### src/rtl/mhp_pkg.sv
/*
 * Constants for the multicast hash, PHY management and pause control
 * register block: register indices, field positions, reset values,
 * state encodings and timing figures.
 * Assumes a 10 MHz system clock and an APB register bus.
 */
package mhp_pkg;
	// Register indices; byte address is four times the index
	localparam int IDX_MAC_MODE = 1;
	localparam int IDX_HASH_HIGH = 4;
	localparam int IDX_HASH_LOW = 5;
	localparam int IDX_MGMT_ACCESS = 6;
	localparam int IDX_MGMT_DATA = 7;
	localparam int IDX_PAUSE_CTRL = 8;
	localparam int ADDR_W = 8;
	localparam logic [ADDR_W-1:0] OFF_MAC_MODE = ADDR_W'(IDX_MAC_MODE * 4);
	localparam logic [ADDR_W-1:0] OFF_HASH_HIGH = ADDR_W'(IDX_HASH_HIGH * 4);
	localparam logic [ADDR_W-1:0] OFF_HASH_LOW = ADDR_W'(IDX_HASH_LOW * 4);
	localparam logic [ADDR_W-1:0] OFF_MGMT_ACCESS = ADDR_W'(IDX_MGMT_ACCESS * 4);
	localparam logic [ADDR_W-1:0] OFF_MGMT_DATA = ADDR_W'(IDX_MGMT_DATA * 4);
	localparam logic [ADDR_W-1:0] OFF_PAUSE_CTRL = ADDR_W'(IDX_PAUSE_CTRL * 4);

	// Reset value shared by every register
	localparam logic [31:0] REG_RESET = 32'h0000_0000;

	// Mode register fields
	localparam int MODE_TX_ENABLE = 0;
	localparam int MODE_FULL_DUPLEX = 1;
	localparam int MODE_PASS_ALL_MCAST = 2;
	localparam int MODE_W = 3;

	// Management access register fields
	localparam int ACC_BUSY = 0;
	localparam int ACC_WRITE = 1;
	localparam int ACC_INDEX_LSB = 6;
	localparam int ACC_PHYAD_LSB = 11;
	localparam int PHY_FIELD_W = 5;
	localparam int MGMT_DATA_W = 16;

	// Pause control register fields
	localparam int PAUSE_BUSY = 0;
	localparam int PAUSE_RX_ENABLE = 1;
	localparam int PAUSE_PASS_CTRL = 2;
	localparam int PAUSE_TIME_LSB = 16;
	localparam int PAUSE_TIME_W = 16;

	// Hash index layout
	localparam int HASH_INDEX_W = 6;
	localparam int HASH_HALF_SEL = 5;

	// Timing
	localparam int CLK_PERIOD_NS = 100;
	localparam int SLOT_TIME_NS = 5120;
	localparam int SLOT_CYCLES_DEF = (SLOT_TIME_NS + CLK_PERIOD_NS - 1) / CLK_PERIOD_NS;
	localparam int BP_TIME_NS = 51200;
	localparam int BP_CYCLES_DEF = (BP_TIME_NS + CLK_PERIOD_NS - 1) / CLK_PERIOD_NS;
	localparam int CNT_W = 16;

	// Management engine states
	typedef enum logic [0:0] {
		MG_IDLE = 1'b0,
		MG_BUSY = 1'b1
	} mhp_mgmt_state_t;

	// Pause generation states
	typedef enum logic [1:0] {
		PS_IDLE = 2'b00,
		PS_SEND = 2'b01,
		PS_BACKPRESS = 2'b10
	} mhp_pause_state_t;
endpackage

### src/rtl/mhp_regs.sv
/*
 * MAC register block: 64-bit multicast hash filter, PHY management
 * access engine and pause (flow control) register with pause frame
 * request, half-duplex backpressure and received pause halting.
 * Assumes one 10 MHz clock, synchronous inputs, an APB3/APB4 master,
 * a MAC transmitter that reports when a pause frame left the wire and
 * an integrated PHY with a request/acknowledge register port.
 */
// Summary of operation
// - 64-bit hash, top index bit picks half
// - index zero low bit0, ones high bit31
// - accept multicast when indexed bit set
// - pass-all-multicast accepts every multicast frame
// - high holds 63:32, low 31:0, reset zero
// - bits 10:6 pick PHY register
// - bit 1 selects write or read
// - busy held during access, cleared at end
// - write data held stable while busy
// - read data valid once busy clears
// - data register low 16 bits, reset zero
// - pause frame carries register pause time
// - full duplex busy until frame sent or transmitter off
// - half duplex busy while backpressure asserted
// - pass-control never blocks frame forwarding
// - enable bit enables received pause handling
// - transmitter off: no pause, no backpressure
// - pause time sits in bits 31:16
// - received pause halts tx time times slot
`timescale 1ns/1ps
module mhp_regs
	import mhp_pkg::*;
#(
	parameter int SLOT_CYCLES = SLOT_CYCLES_DEF,
	parameter int BP_CYCLES = BP_CYCLES_DEF
) (
	// Clock, reset, enable
	input wire logic clk_sys,
	input wire logic reset_n,
	input wire logic clk_en,
	// APB slave
	input wire logic [ADDR_W-1:0] paddr,
	input wire logic psel,
	input wire logic penable,
	input wire logic pwrite,
	input wire logic [31:0] pwdata,
	input wire logic [3:0] pstrb,
	output logic [31:0] prdata,
	output logic pready,
	output logic pslverr,
	// Multicast hash lookup
	input wire logic rx_mcast_valid,
	input wire logic [HASH_INDEX_W-1:0] rx_hash_index,
	output logic rx_mcast_accept,
	output logic rx_mcast_done,
	// Received pause frames
	input wire logic rx_pause_valid,
	input wire logic [PAUSE_TIME_W-1:0] rx_pause_time,
	output logic rx_ctrl_flag,
	output logic tx_halt,
	// Pause frame generation and backpressure
	output logic pause_tx_req,
	output logic [PAUSE_TIME_W-1:0] pause_tx_time,
	input wire logic pause_tx_done,
	output logic backpressure_on,
	// PHY management port
	output logic phy_req,
	output logic phy_write,
	output logic [PHY_FIELD_W-1:0] phy_addr,
	output logic [PHY_FIELD_W-1:0] phy_index,
	output logic [MGMT_DATA_W-1:0] phy_wdata,
	input wire logic phy_ack,
	input wire logic [MGMT_DATA_W-1:0] phy_rdata
);

	// Byte-lane merge of a write into an old register value
	function automatic logic [31:0] merge_bytes(input logic [31:0] old_v,
			input logic [31:0] new_v, input logic [3:0] strb);
		logic [31:0] res;
		res = old_v;
		for (int b = 0; b < 4; b++) begin
			if (strb[b]) begin
				res[b*8 +: 8] = new_v[b*8 +: 8];
			end
		end
		return res;
	endfunction

	// Address decode: one when the offset is mapped
	function automatic logic addr_mapped(input logic [ADDR_W-1:0] a);
		logic hit;
		hit = 1'b0;
		if (a == OFF_MAC_MODE) begin
			hit = 1'b1;
		end else if (a == OFF_HASH_HIGH || a == OFF_HASH_LOW) begin
			hit = 1'b1;
		end else if (a == OFF_MGMT_ACCESS || a == OFF_MGMT_DATA) begin
			hit = 1'b1;
		end else if (a == OFF_PAUSE_CTRL) begin
			hit = 1'b1;
		end
		return hit;
	endfunction

	logic rst_meta;
	logic rst_sync_n;
	logic [MODE_W-1:0] mac_mode;
	logic [31:0] multicast_hash_high;
	logic [31:0] multicast_hash_low;
	logic [PHY_FIELD_W-1:0] phy_reg_index;
	logic phy_write_select;
	logic phy_access_busy;
	logic [MGMT_DATA_W-1:0] phy_mgmt_data;
	logic [PAUSE_TIME_W-1:0] pause_time_value;
	logic pass_control_frames;
	logic pause_receive_enable;
	logic pause_busy;
	mhp_mgmt_state_t mgmt_state;
	mhp_pause_state_t pause_state;
	logic [CNT_W-1:0] bp_count;
	logic [CNT_W-1:0] slot_count;
	logic [PAUSE_TIME_W-1:0] quanta_left;
	logic [31:0] next_rdata;
	logic [31:0] wmerged;
	logic wr_go;
	logic tx_enable;
	logic full_duplex;
	logic pass_all_multicast;
	logic hash_bit;

	assign tx_enable = mac_mode[MODE_TX_ENABLE];
	assign full_duplex = mac_mode[MODE_FULL_DUPLEX];
	assign pass_all_multicast = mac_mode[MODE_PASS_ALL_MCAST];

	// Reset release through two flip-flops
	always_ff @(posedge clk_sys or negedge reset_n) begin
		if (!reset_n) begin
			rst_meta <= 1'b0;
			rst_sync_n <= 1'b0;
		end else begin
			rst_meta <= 1'b1;
			rst_sync_n <= rst_meta;
		end
	end

	// Write commits at the edge where pready is seen high
	assign wr_go = psel && penable && pready && pwrite && !pslverr;
	assign wmerged = merge_bytes(prdata, pwdata, pstrb);

	// Read mux for the register being addressed
	always_comb begin
		next_rdata = REG_RESET;
		if (paddr == OFF_MAC_MODE) begin
			next_rdata[MODE_W-1:0] = mac_mode;
		end else if (paddr == OFF_HASH_HIGH) begin
			next_rdata = multicast_hash_high;
		end else if (paddr == OFF_HASH_LOW) begin
			next_rdata = multicast_hash_low;
		end else if (paddr == OFF_MGMT_ACCESS) begin
			next_rdata[ACC_PHYAD_LSB +: PHY_FIELD_W] = phy_addr;
			next_rdata[ACC_INDEX_LSB +: PHY_FIELD_W] = phy_reg_index;
			next_rdata[ACC_WRITE] = phy_write_select;
			next_rdata[ACC_BUSY] = phy_access_busy;
		end else if (paddr == OFF_MGMT_DATA) begin
			next_rdata[MGMT_DATA_W-1:0] = phy_mgmt_data;
		end else if (paddr == OFF_PAUSE_CTRL) begin
			next_rdata[PAUSE_TIME_LSB +: PAUSE_TIME_W] = pause_time_value;
			next_rdata[PAUSE_PASS_CTRL] = pass_control_frames;
			next_rdata[PAUSE_RX_ENABLE] = pause_receive_enable;
			next_rdata[PAUSE_BUSY] = pause_busy;
		end
	end

	// APB answer: pready one cycle into the access phase
	always_ff @(posedge clk_sys or negedge rst_sync_n) begin
		if (!rst_sync_n) begin
			pready <= 1'b0;
			pslverr <= 1'b0;
			prdata <= REG_RESET;
		end else if (clk_en) begin
			if (psel && penable && !pready) begin
				pready <= 1'b1;
				pslverr <= !addr_mapped(paddr);
				prdata <= next_rdata;
			end else begin
				pready <= 1'b0;
				pslverr <= 1'b0;
			end
		end
	end

	// Mode and hash table registers
	always_ff @(posedge clk_sys or negedge rst_sync_n) begin
		if (!rst_sync_n) begin
			mac_mode <= MODE_W'(REG_RESET);
			multicast_hash_high <= REG_RESET;
			multicast_hash_low <= REG_RESET;
		end else if (clk_en && wr_go) begin
			if (paddr == OFF_MAC_MODE) begin
				mac_mode <= wmerged[MODE_W-1:0];
			end else if (paddr == OFF_HASH_HIGH) begin
				multicast_hash_high <= wmerged;
			end else if (paddr == OFF_HASH_LOW) begin
				multicast_hash_low <= wmerged;
			end
		end
	end

	// Hash bit: top index bit picks the half, low five the bit
	assign hash_bit = rx_hash_index[HASH_HALF_SEL] ?
		multicast_hash_high[rx_hash_index[HASH_HALF_SEL-1:0]] :
		multicast_hash_low[rx_hash_index[HASH_HALF_SEL-1:0]];

	// Multicast accept decision, one cycle after the request
	always_ff @(posedge clk_sys or negedge rst_sync_n) begin
		if (!rst_sync_n) begin
			rx_mcast_accept <= 1'b0;
			rx_mcast_done <= 1'b0;
		end else if (clk_en) begin
			rx_mcast_done <= rx_mcast_valid;
			if (rx_mcast_valid) begin
				rx_mcast_accept <= pass_all_multicast || hash_bit;
			end
		end
	end

	// Management access register and engine
	always_ff @(posedge clk_sys or negedge rst_sync_n) begin
		if (!rst_sync_n) begin
			mgmt_state <= MG_IDLE;
			phy_reg_index <= PHY_FIELD_W'(REG_RESET);
			phy_addr <= PHY_FIELD_W'(REG_RESET);
			phy_write_select <= 1'b0;
			phy_access_busy <= 1'b0;
			phy_req <= 1'b0;
			phy_write <= 1'b0;
			phy_index <= PHY_FIELD_W'(REG_RESET);
		end else if (clk_en) begin
			case (mgmt_state)
				MG_IDLE: begin
					if (wr_go && paddr == OFF_MGMT_ACCESS) begin
						phy_addr <= wmerged[ACC_PHYAD_LSB +: PHY_FIELD_W];
						phy_reg_index <= wmerged[ACC_INDEX_LSB +: PHY_FIELD_W];
						phy_write_select <= wmerged[ACC_WRITE];
						if (wmerged[ACC_BUSY]) begin
							// Launch exactly one access with captured fields
							mgmt_state <= MG_BUSY;
							phy_access_busy <= 1'b1;
							phy_req <= 1'b1;
							phy_index <= wmerged[ACC_INDEX_LSB +: PHY_FIELD_W];
							phy_write <= wmerged[ACC_WRITE];
						end
					end
				end
				MG_BUSY: begin
					// Writes to the access register are ignored while busy
					if (phy_ack) begin
						mgmt_state <= MG_IDLE;
						phy_access_busy <= 1'b0;
						phy_req <= 1'b0;
					end
				end
				default: begin
					mgmt_state <= MG_IDLE;
				end
			endcase
		end
	end

	// Management data: software writes only when idle, PHY reads land at ack
	always_ff @(posedge clk_sys or negedge rst_sync_n) begin
		if (!rst_sync_n) begin
			phy_mgmt_data <= MGMT_DATA_W'(REG_RESET);
		end else if (clk_en) begin
			if (mgmt_state == MG_BUSY) begin
				if (phy_ack && !phy_write) begin
					phy_mgmt_data <= phy_rdata;
				end
			end else if (wr_go && paddr == OFF_MGMT_DATA) begin
				phy_mgmt_data <= wmerged[MGMT_DATA_W-1:0];
			end
		end
	end

	// Write data seen by the PHY for the whole access
	assign phy_wdata = phy_mgmt_data;

	// Pause control register fields; writes ignored while busy
	always_ff @(posedge clk_sys or negedge rst_sync_n) begin
		if (!rst_sync_n) begin
			pause_time_value <= PAUSE_TIME_W'(REG_RESET);
			pass_control_frames <= 1'b0;
			pause_receive_enable <= 1'b0;
		end else if (clk_en && wr_go && paddr == OFF_PAUSE_CTRL && !pause_busy) begin
			pause_time_value <= wmerged[PAUSE_TIME_LSB +: PAUSE_TIME_W];
			pass_control_frames <= wmerged[PAUSE_PASS_CTRL];
			pause_receive_enable <= wmerged[PAUSE_RX_ENABLE];
		end
	end

	// Time placed into generated pause frames
	assign pause_tx_time = pause_time_value;

	// Pause request: writing busy as one starts a pause or backpressure
	always_ff @(posedge clk_sys or negedge rst_sync_n) begin
		if (!rst_sync_n) begin
			pause_state <= PS_IDLE;
			pause_busy <= 1'b0;
			pause_tx_req <= 1'b0;
			backpressure_on <= 1'b0;
			bp_count <= CNT_W'(REG_RESET);
		end else if (clk_en) begin
			case (pause_state)
				PS_IDLE: begin
					if (wr_go && paddr == OFF_PAUSE_CTRL && wmerged[PAUSE_BUSY]
							&& tx_enable) begin
						pause_busy <= 1'b1;
						if (full_duplex) begin
							pause_state <= PS_SEND;
							pause_tx_req <= 1'b1;
						end else begin
							pause_state <= PS_BACKPRESS;
							backpressure_on <= 1'b1;
							bp_count <= CNT_W'(BP_CYCLES - 1);
						end
					end
				end
				PS_SEND: begin
					// Busy stays up until the frame has left the wire or tx_enable clears
					if (pause_tx_done || !tx_enable) begin
						pause_state <= PS_IDLE;
						pause_busy <= 1'b0;
						pause_tx_req <= 1'b0;
					end
				end
				PS_BACKPRESS: begin
					// Busy tracks backpressure exactly
					if (bp_count == CNT_W'(0) || !tx_enable) begin
						pause_state <= PS_IDLE;
						pause_busy <= 1'b0;
						backpressure_on <= 1'b0;
					end else begin
						bp_count <= bp_count - CNT_W'(1);
					end
				end
				default: begin
					pause_state <= PS_IDLE;
					pause_busy <= 1'b0;
					pause_tx_req <= 1'b0;
					backpressure_on <= 1'b0;
				end
			endcase
		end
	end

	// Packet filter status flag; forwarding itself is never gated
	always_ff @(posedge clk_sys or negedge rst_sync_n) begin
		if (!rst_sync_n) begin
			rx_ctrl_flag <= 1'b0;
		end else if (clk_en) begin
			rx_ctrl_flag <= rx_pause_valid && pass_control_frames;
		end
	end

	// Received pause: halt transmitter for quanta times slot time
	always_ff @(posedge clk_sys or negedge rst_sync_n) begin
		if (!rst_sync_n) begin
			tx_halt <= 1'b0;
			quanta_left <= PAUSE_TIME_W'(REG_RESET);
			slot_count <= CNT_W'(REG_RESET);
		end else if (clk_en) begin
			if (rx_pause_valid && pause_receive_enable && full_duplex) begin
				// A new pause frame restarts the halt time
				tx_halt <= rx_pause_time != PAUSE_TIME_W'(0);
				quanta_left <= rx_pause_time;
				slot_count <= CNT_W'(SLOT_CYCLES - 1);
			end else if (tx_halt) begin
				if (slot_count != CNT_W'(0)) begin
					slot_count <= slot_count - CNT_W'(1);
				end else if (quanta_left == PAUSE_TIME_W'(1)) begin
					tx_halt <= 1'b0;
					quanta_left <= PAUSE_TIME_W'(0);
				end else begin
					quanta_left <= quanta_left - PAUSE_TIME_W'(1);
					slot_count <= CNT_W'(SLOT_CYCLES - 1);
				end
			end
		end
	end

endmodule

### config.mk
export PLATFORM = sky130hd
export DESIGN_NAME = mhp_regs
export DESIGN_NICKNAME = d
export VERILOG_FILES = /design/src/rtl/mhp_pkg.sv /design/src/rtl/mhp_regs.sv
export SDC_FILE = /design/constraint.sdc
export NUM_CORES = 1
export LEC_CHECK = 0
export BUFFER_PORTS_ARGS = -buffer_cell sky130_fd_sc_hd__buf_2
export CAP_MARGIN = 40
export CORE_ASPECT_RATIO = 1.1
export CORE_MARGIN = 2
export CORE_UTILIZATION = 35
export CTS_BUF_LIST = sky130_fd_sc_hd__clkbuf_2
export CTS_CLUSTER_DIAMETER = 60
export CTS_CLUSTER_SIZE = 40
export DETAILED_ROUTE_END_ITERATION = 8
export GPL_ROUTABILITY_DRIVEN = 0
export PLACE_DENSITY_LB_ADDON = 0.08
export SYNTH_ARGS = -nofsm -noshare
export SYNTH_HDL_FRONTEND = slang
export SYNTH_SLANG_ARGS = --single-unit
### constraint.sdc
create_clock -name clk_sys -period 9.4 [get_ports clk_sys]
set_input_delay 1.41 -clock clk_sys [delete_from_list [all_inputs] [get_ports clk_sys]]
set_output_delay 1.41 -clock clk_sys [all_outputs]
set_load 0.01 [all_outputs]
==> impl_metrics.json <==
{
  "clock-root-buffer": "clkbuf_2",
  "synth-seq-area-share": 0.498,
  "post-route-min-period_ps": 3530,
  "wire_per_inst_um": 18.3,
  "run_status": "completed",
  "synth_top_cells_by_count": "213 x dfrtp_1, 164 x nand2_1, 152 x o21ai_0",
  "cts_resized": 0,
  "tritoncts": "yes",
  "maxcap_viol_count": 0,
  "setup_tns_ps": 0,
  "ys_dominant_reg_cell": "dfrtp_1",
  "clock_buffer_count_from_cts": 23,
  "drive_above_1_share": 0.231,
  "die_w_um": 171,
  "core_mm2": 0.0303,
  "first_pass_iters": 5,
  "peak_fanout_along_the_critical_path": 23,
  "powerDensity_mw_per_mm2": 139,
  "max_clock_freq_mhz": 283,
  "cp.arrival_ps": 4320,
  "leading_cell_type_by_number_of_instances_after_synthesis": "dfrtp_1",
  "synth_warnings": 0,
  "layout.filler_cells": 3041,
  "area_delta_synth_final_pct": 15.4,
  "path_class": "input pin to register",
  "finalHoldViolCount": 0,
  "worst_setup_start_kind": "input pin",
  "grt_busiest_layer": "met2",
  "irDropWorstVdd_mv": 0.0973,
  "setup_viol": 0,
  "ant_nets": 0,
  "yosysTopAreaCell": "dfrtp_1",
  "min-delay-path-class": "register to async pin",
  "slew_headroom": 0.425,
  "synth-seq-cells": 213,
  "height_of_the_chip_um": 187,
  "ports": 176,
  "cp-end-kind": "register",
  "sequential_cell_area_mm2": 0.00533,
  "clkTransAtPathRegs_ps": 260,
  "timing_worst_slew_pin_value_ps": 860,
  "placement_rows": 67,
  "netlist_area_mm2": 0.0107,
  "cp_data_required_time_ps": 10200,
  "final_net_count": 1350,
  "route.vias.total": 8855,
  "avgSynthCellArea_um2": 9.70,
  "grt_use_met2": 0.316,
  "antenna_found_initial": 4,
  "overflow": 0,
  "worst_hold_slack_ps": 174,
  "cts_setup_buffers": 0,
  "floorplan.initialDensity": 0.354,
  "detailed_route_iter0_violations": 576,
  "finalCoreUtilization": 0.408,
  "largest_net_degree_at_the_start_of_global_routing": 143,
  "reg2reg_to": "phy_index[0]",
  "synth.distinct_cells": 73,
  "wirelength_um": 30800,
  "r2r-start": "pready",
  "finClkSkew_ps": 51.3,
  "grt_first_pass_wirelength_um": 49000,
  "hpwlAfterDp_um": 22200,
  "cts.path.max_buffers": 3,
  "grtUsageMet3": 0.0317,
  "ctsHoldBuffers": 0,
  "worst-r2r-cell-count": 6,
  "clock-sinks": 213,
  "die_area_mm2": 0.0320,
  "synth_top_area_share": 0.498,
  "global_routing_usage_summed_across_all_routing_layers": 0.193,
  "multi_input_comb_area_mm2": 0.00507,
  "maxSlewViolCount": 0,
  "grt_setup_unrepaired": "no",
  "cts-htree-levels": 1,
  "postSynthCellCount": 1104,
  "drc": 0,
  "p_leak_nw": 5.72,
  "synthesis.nets": 1202,
  "grt.met1_usage": 0.266,
  "clock_insertion_delay_at_the_later_pin_of_the_skew_report_ps": 880,
  "synth_edf_count": 0,
  "reg_to_reg_setup_timing_slack_ps": 6290,
  "fin_crit_sh": 0.375,
  "synth_top_cells_by_area": "dfrtp_1 50%, o21ai_0 7.1%, nand2_1 5.8%",
  "drt-vias-per-instance": 5.25,
  "grt_pass1_vias": 8603,
  "synth_async_sr_flop_share": 1.00,
  "port-buffer-count": 175
}
## per-layer routing
layer | vias up | wire length, um | share of wire
met1 | 4278 | 14100 | 0.46
met4 | 2 | 635 | 0.021
li1 | 4325 | - | -
met2 | 204 | 14600 | 0.47
met3 | 46 | 1540 | 0.050
met5 | - | 11 | 0.00036
## worst max-delay path, cell delays in order
cell,delay (ps)
buf_2,360
nand3_1,230
nor2_1,430
nand4_1,720
nor2_1,930
nor2_1,90
a21oi_1,140
## through the flow
stage	worst slack, ps	std cells	total power (W)	area [um^2]
5_1_grt	5530	1684	0.00180	12300
3_5_place_dp	4960	1641	0.00121	12000
3_3_place_gp	4690	1636	0.00120	11900
2_1_floorplan	3020	1104	0.00110	10700
4_1_cts	5920	1682	0.00174	12300
6_report	5870	1686	0.00171	12400
## worst max-delay path by stage
stage | startpoint | slack (ps) | to | cells past startpoint
detailed placement | clk_en | 4960 | phy_index[0] | 6
global placement | paddr[1] | 4690 | multicast_hash_high[29] | 7
finish | clk_en | 5870 | phy_index[0] | 7
CTS | clk_en | 5920 | phy_index[0] | 7
floorplan | rst_sync_n | 3020 | backpressure_on | 0
global route | clk_en | 5530 | phy_index[2] | 7
## report_power, final
part	internal, W	switching, W
Clock	0.000156	0.000370
Sequential	0.000952	0.0000326
Combinational	0.0000758	0.000125
## cell usage in the layout, fill, tap and decap left out, types with 4 or more instances in the layout
master and instances:
or2_2 5, or3_1 10, nand4_1 11, clkbuf_2 26, a22oi_1 31, o41ai_1 4
mux2i_1 51, a32oi_1 6, nand3b_1 6, a22o_1 14, mux4_2 10, o31ai_1 6
nor3_1 20, nand2_1 162, and2_1 5, buf_4 9, nand2b_1 10, and3_1 6
nor4_1 13, mux2_2 30, ha_1 6, o21ai_0 152, dfrtp_1 212, a21o_1 4
inv_1 14, diode_2 4, a21oi_1 33, nor2_1 90, nand3_1 21, inv_8 5
or4_1 9, xnor2_1 5, a31oi_1 21, a221oi_1 11, buf_2 175
## registers in the layout, summed over array words and instances (netlist names), 2 cells and up
register	count
multicast_hash_high	32
multicast_hash_low	32
prdata	32
bp_count	16
pause_tx_time	16
phy_wdata	16
quanta_left	16
slot_count	16
phy_addr	5
phy_index	5
phy_reg_index	5
mac_mode	3
pause_state	2
## cell families after synthesis
family,Yosys count,share of synthesized area
buffers and inverters,81,0.0310
xor gates and xnor gates,8,0.00655
DFF,213,0.498
adders and majority gates,6,0.00701
other,1,0.000350
and+or+nand+nor,391,0.174
AOI/OAI and AO/OA,312,0.182
muxes,92,0.101
## area by class of cell
class                      count  share of cell area
timing repair buffer         190              0.0865
sequential                   213               0.432
tap                          414              0.0419
clock inverter                15              0.0141
clock buffer                  26              0.0105
inverter                      14             0.00425
multi-input combinational    810               0.410
antenna                        4            0.000810
(Power assumes the default switching activity.)
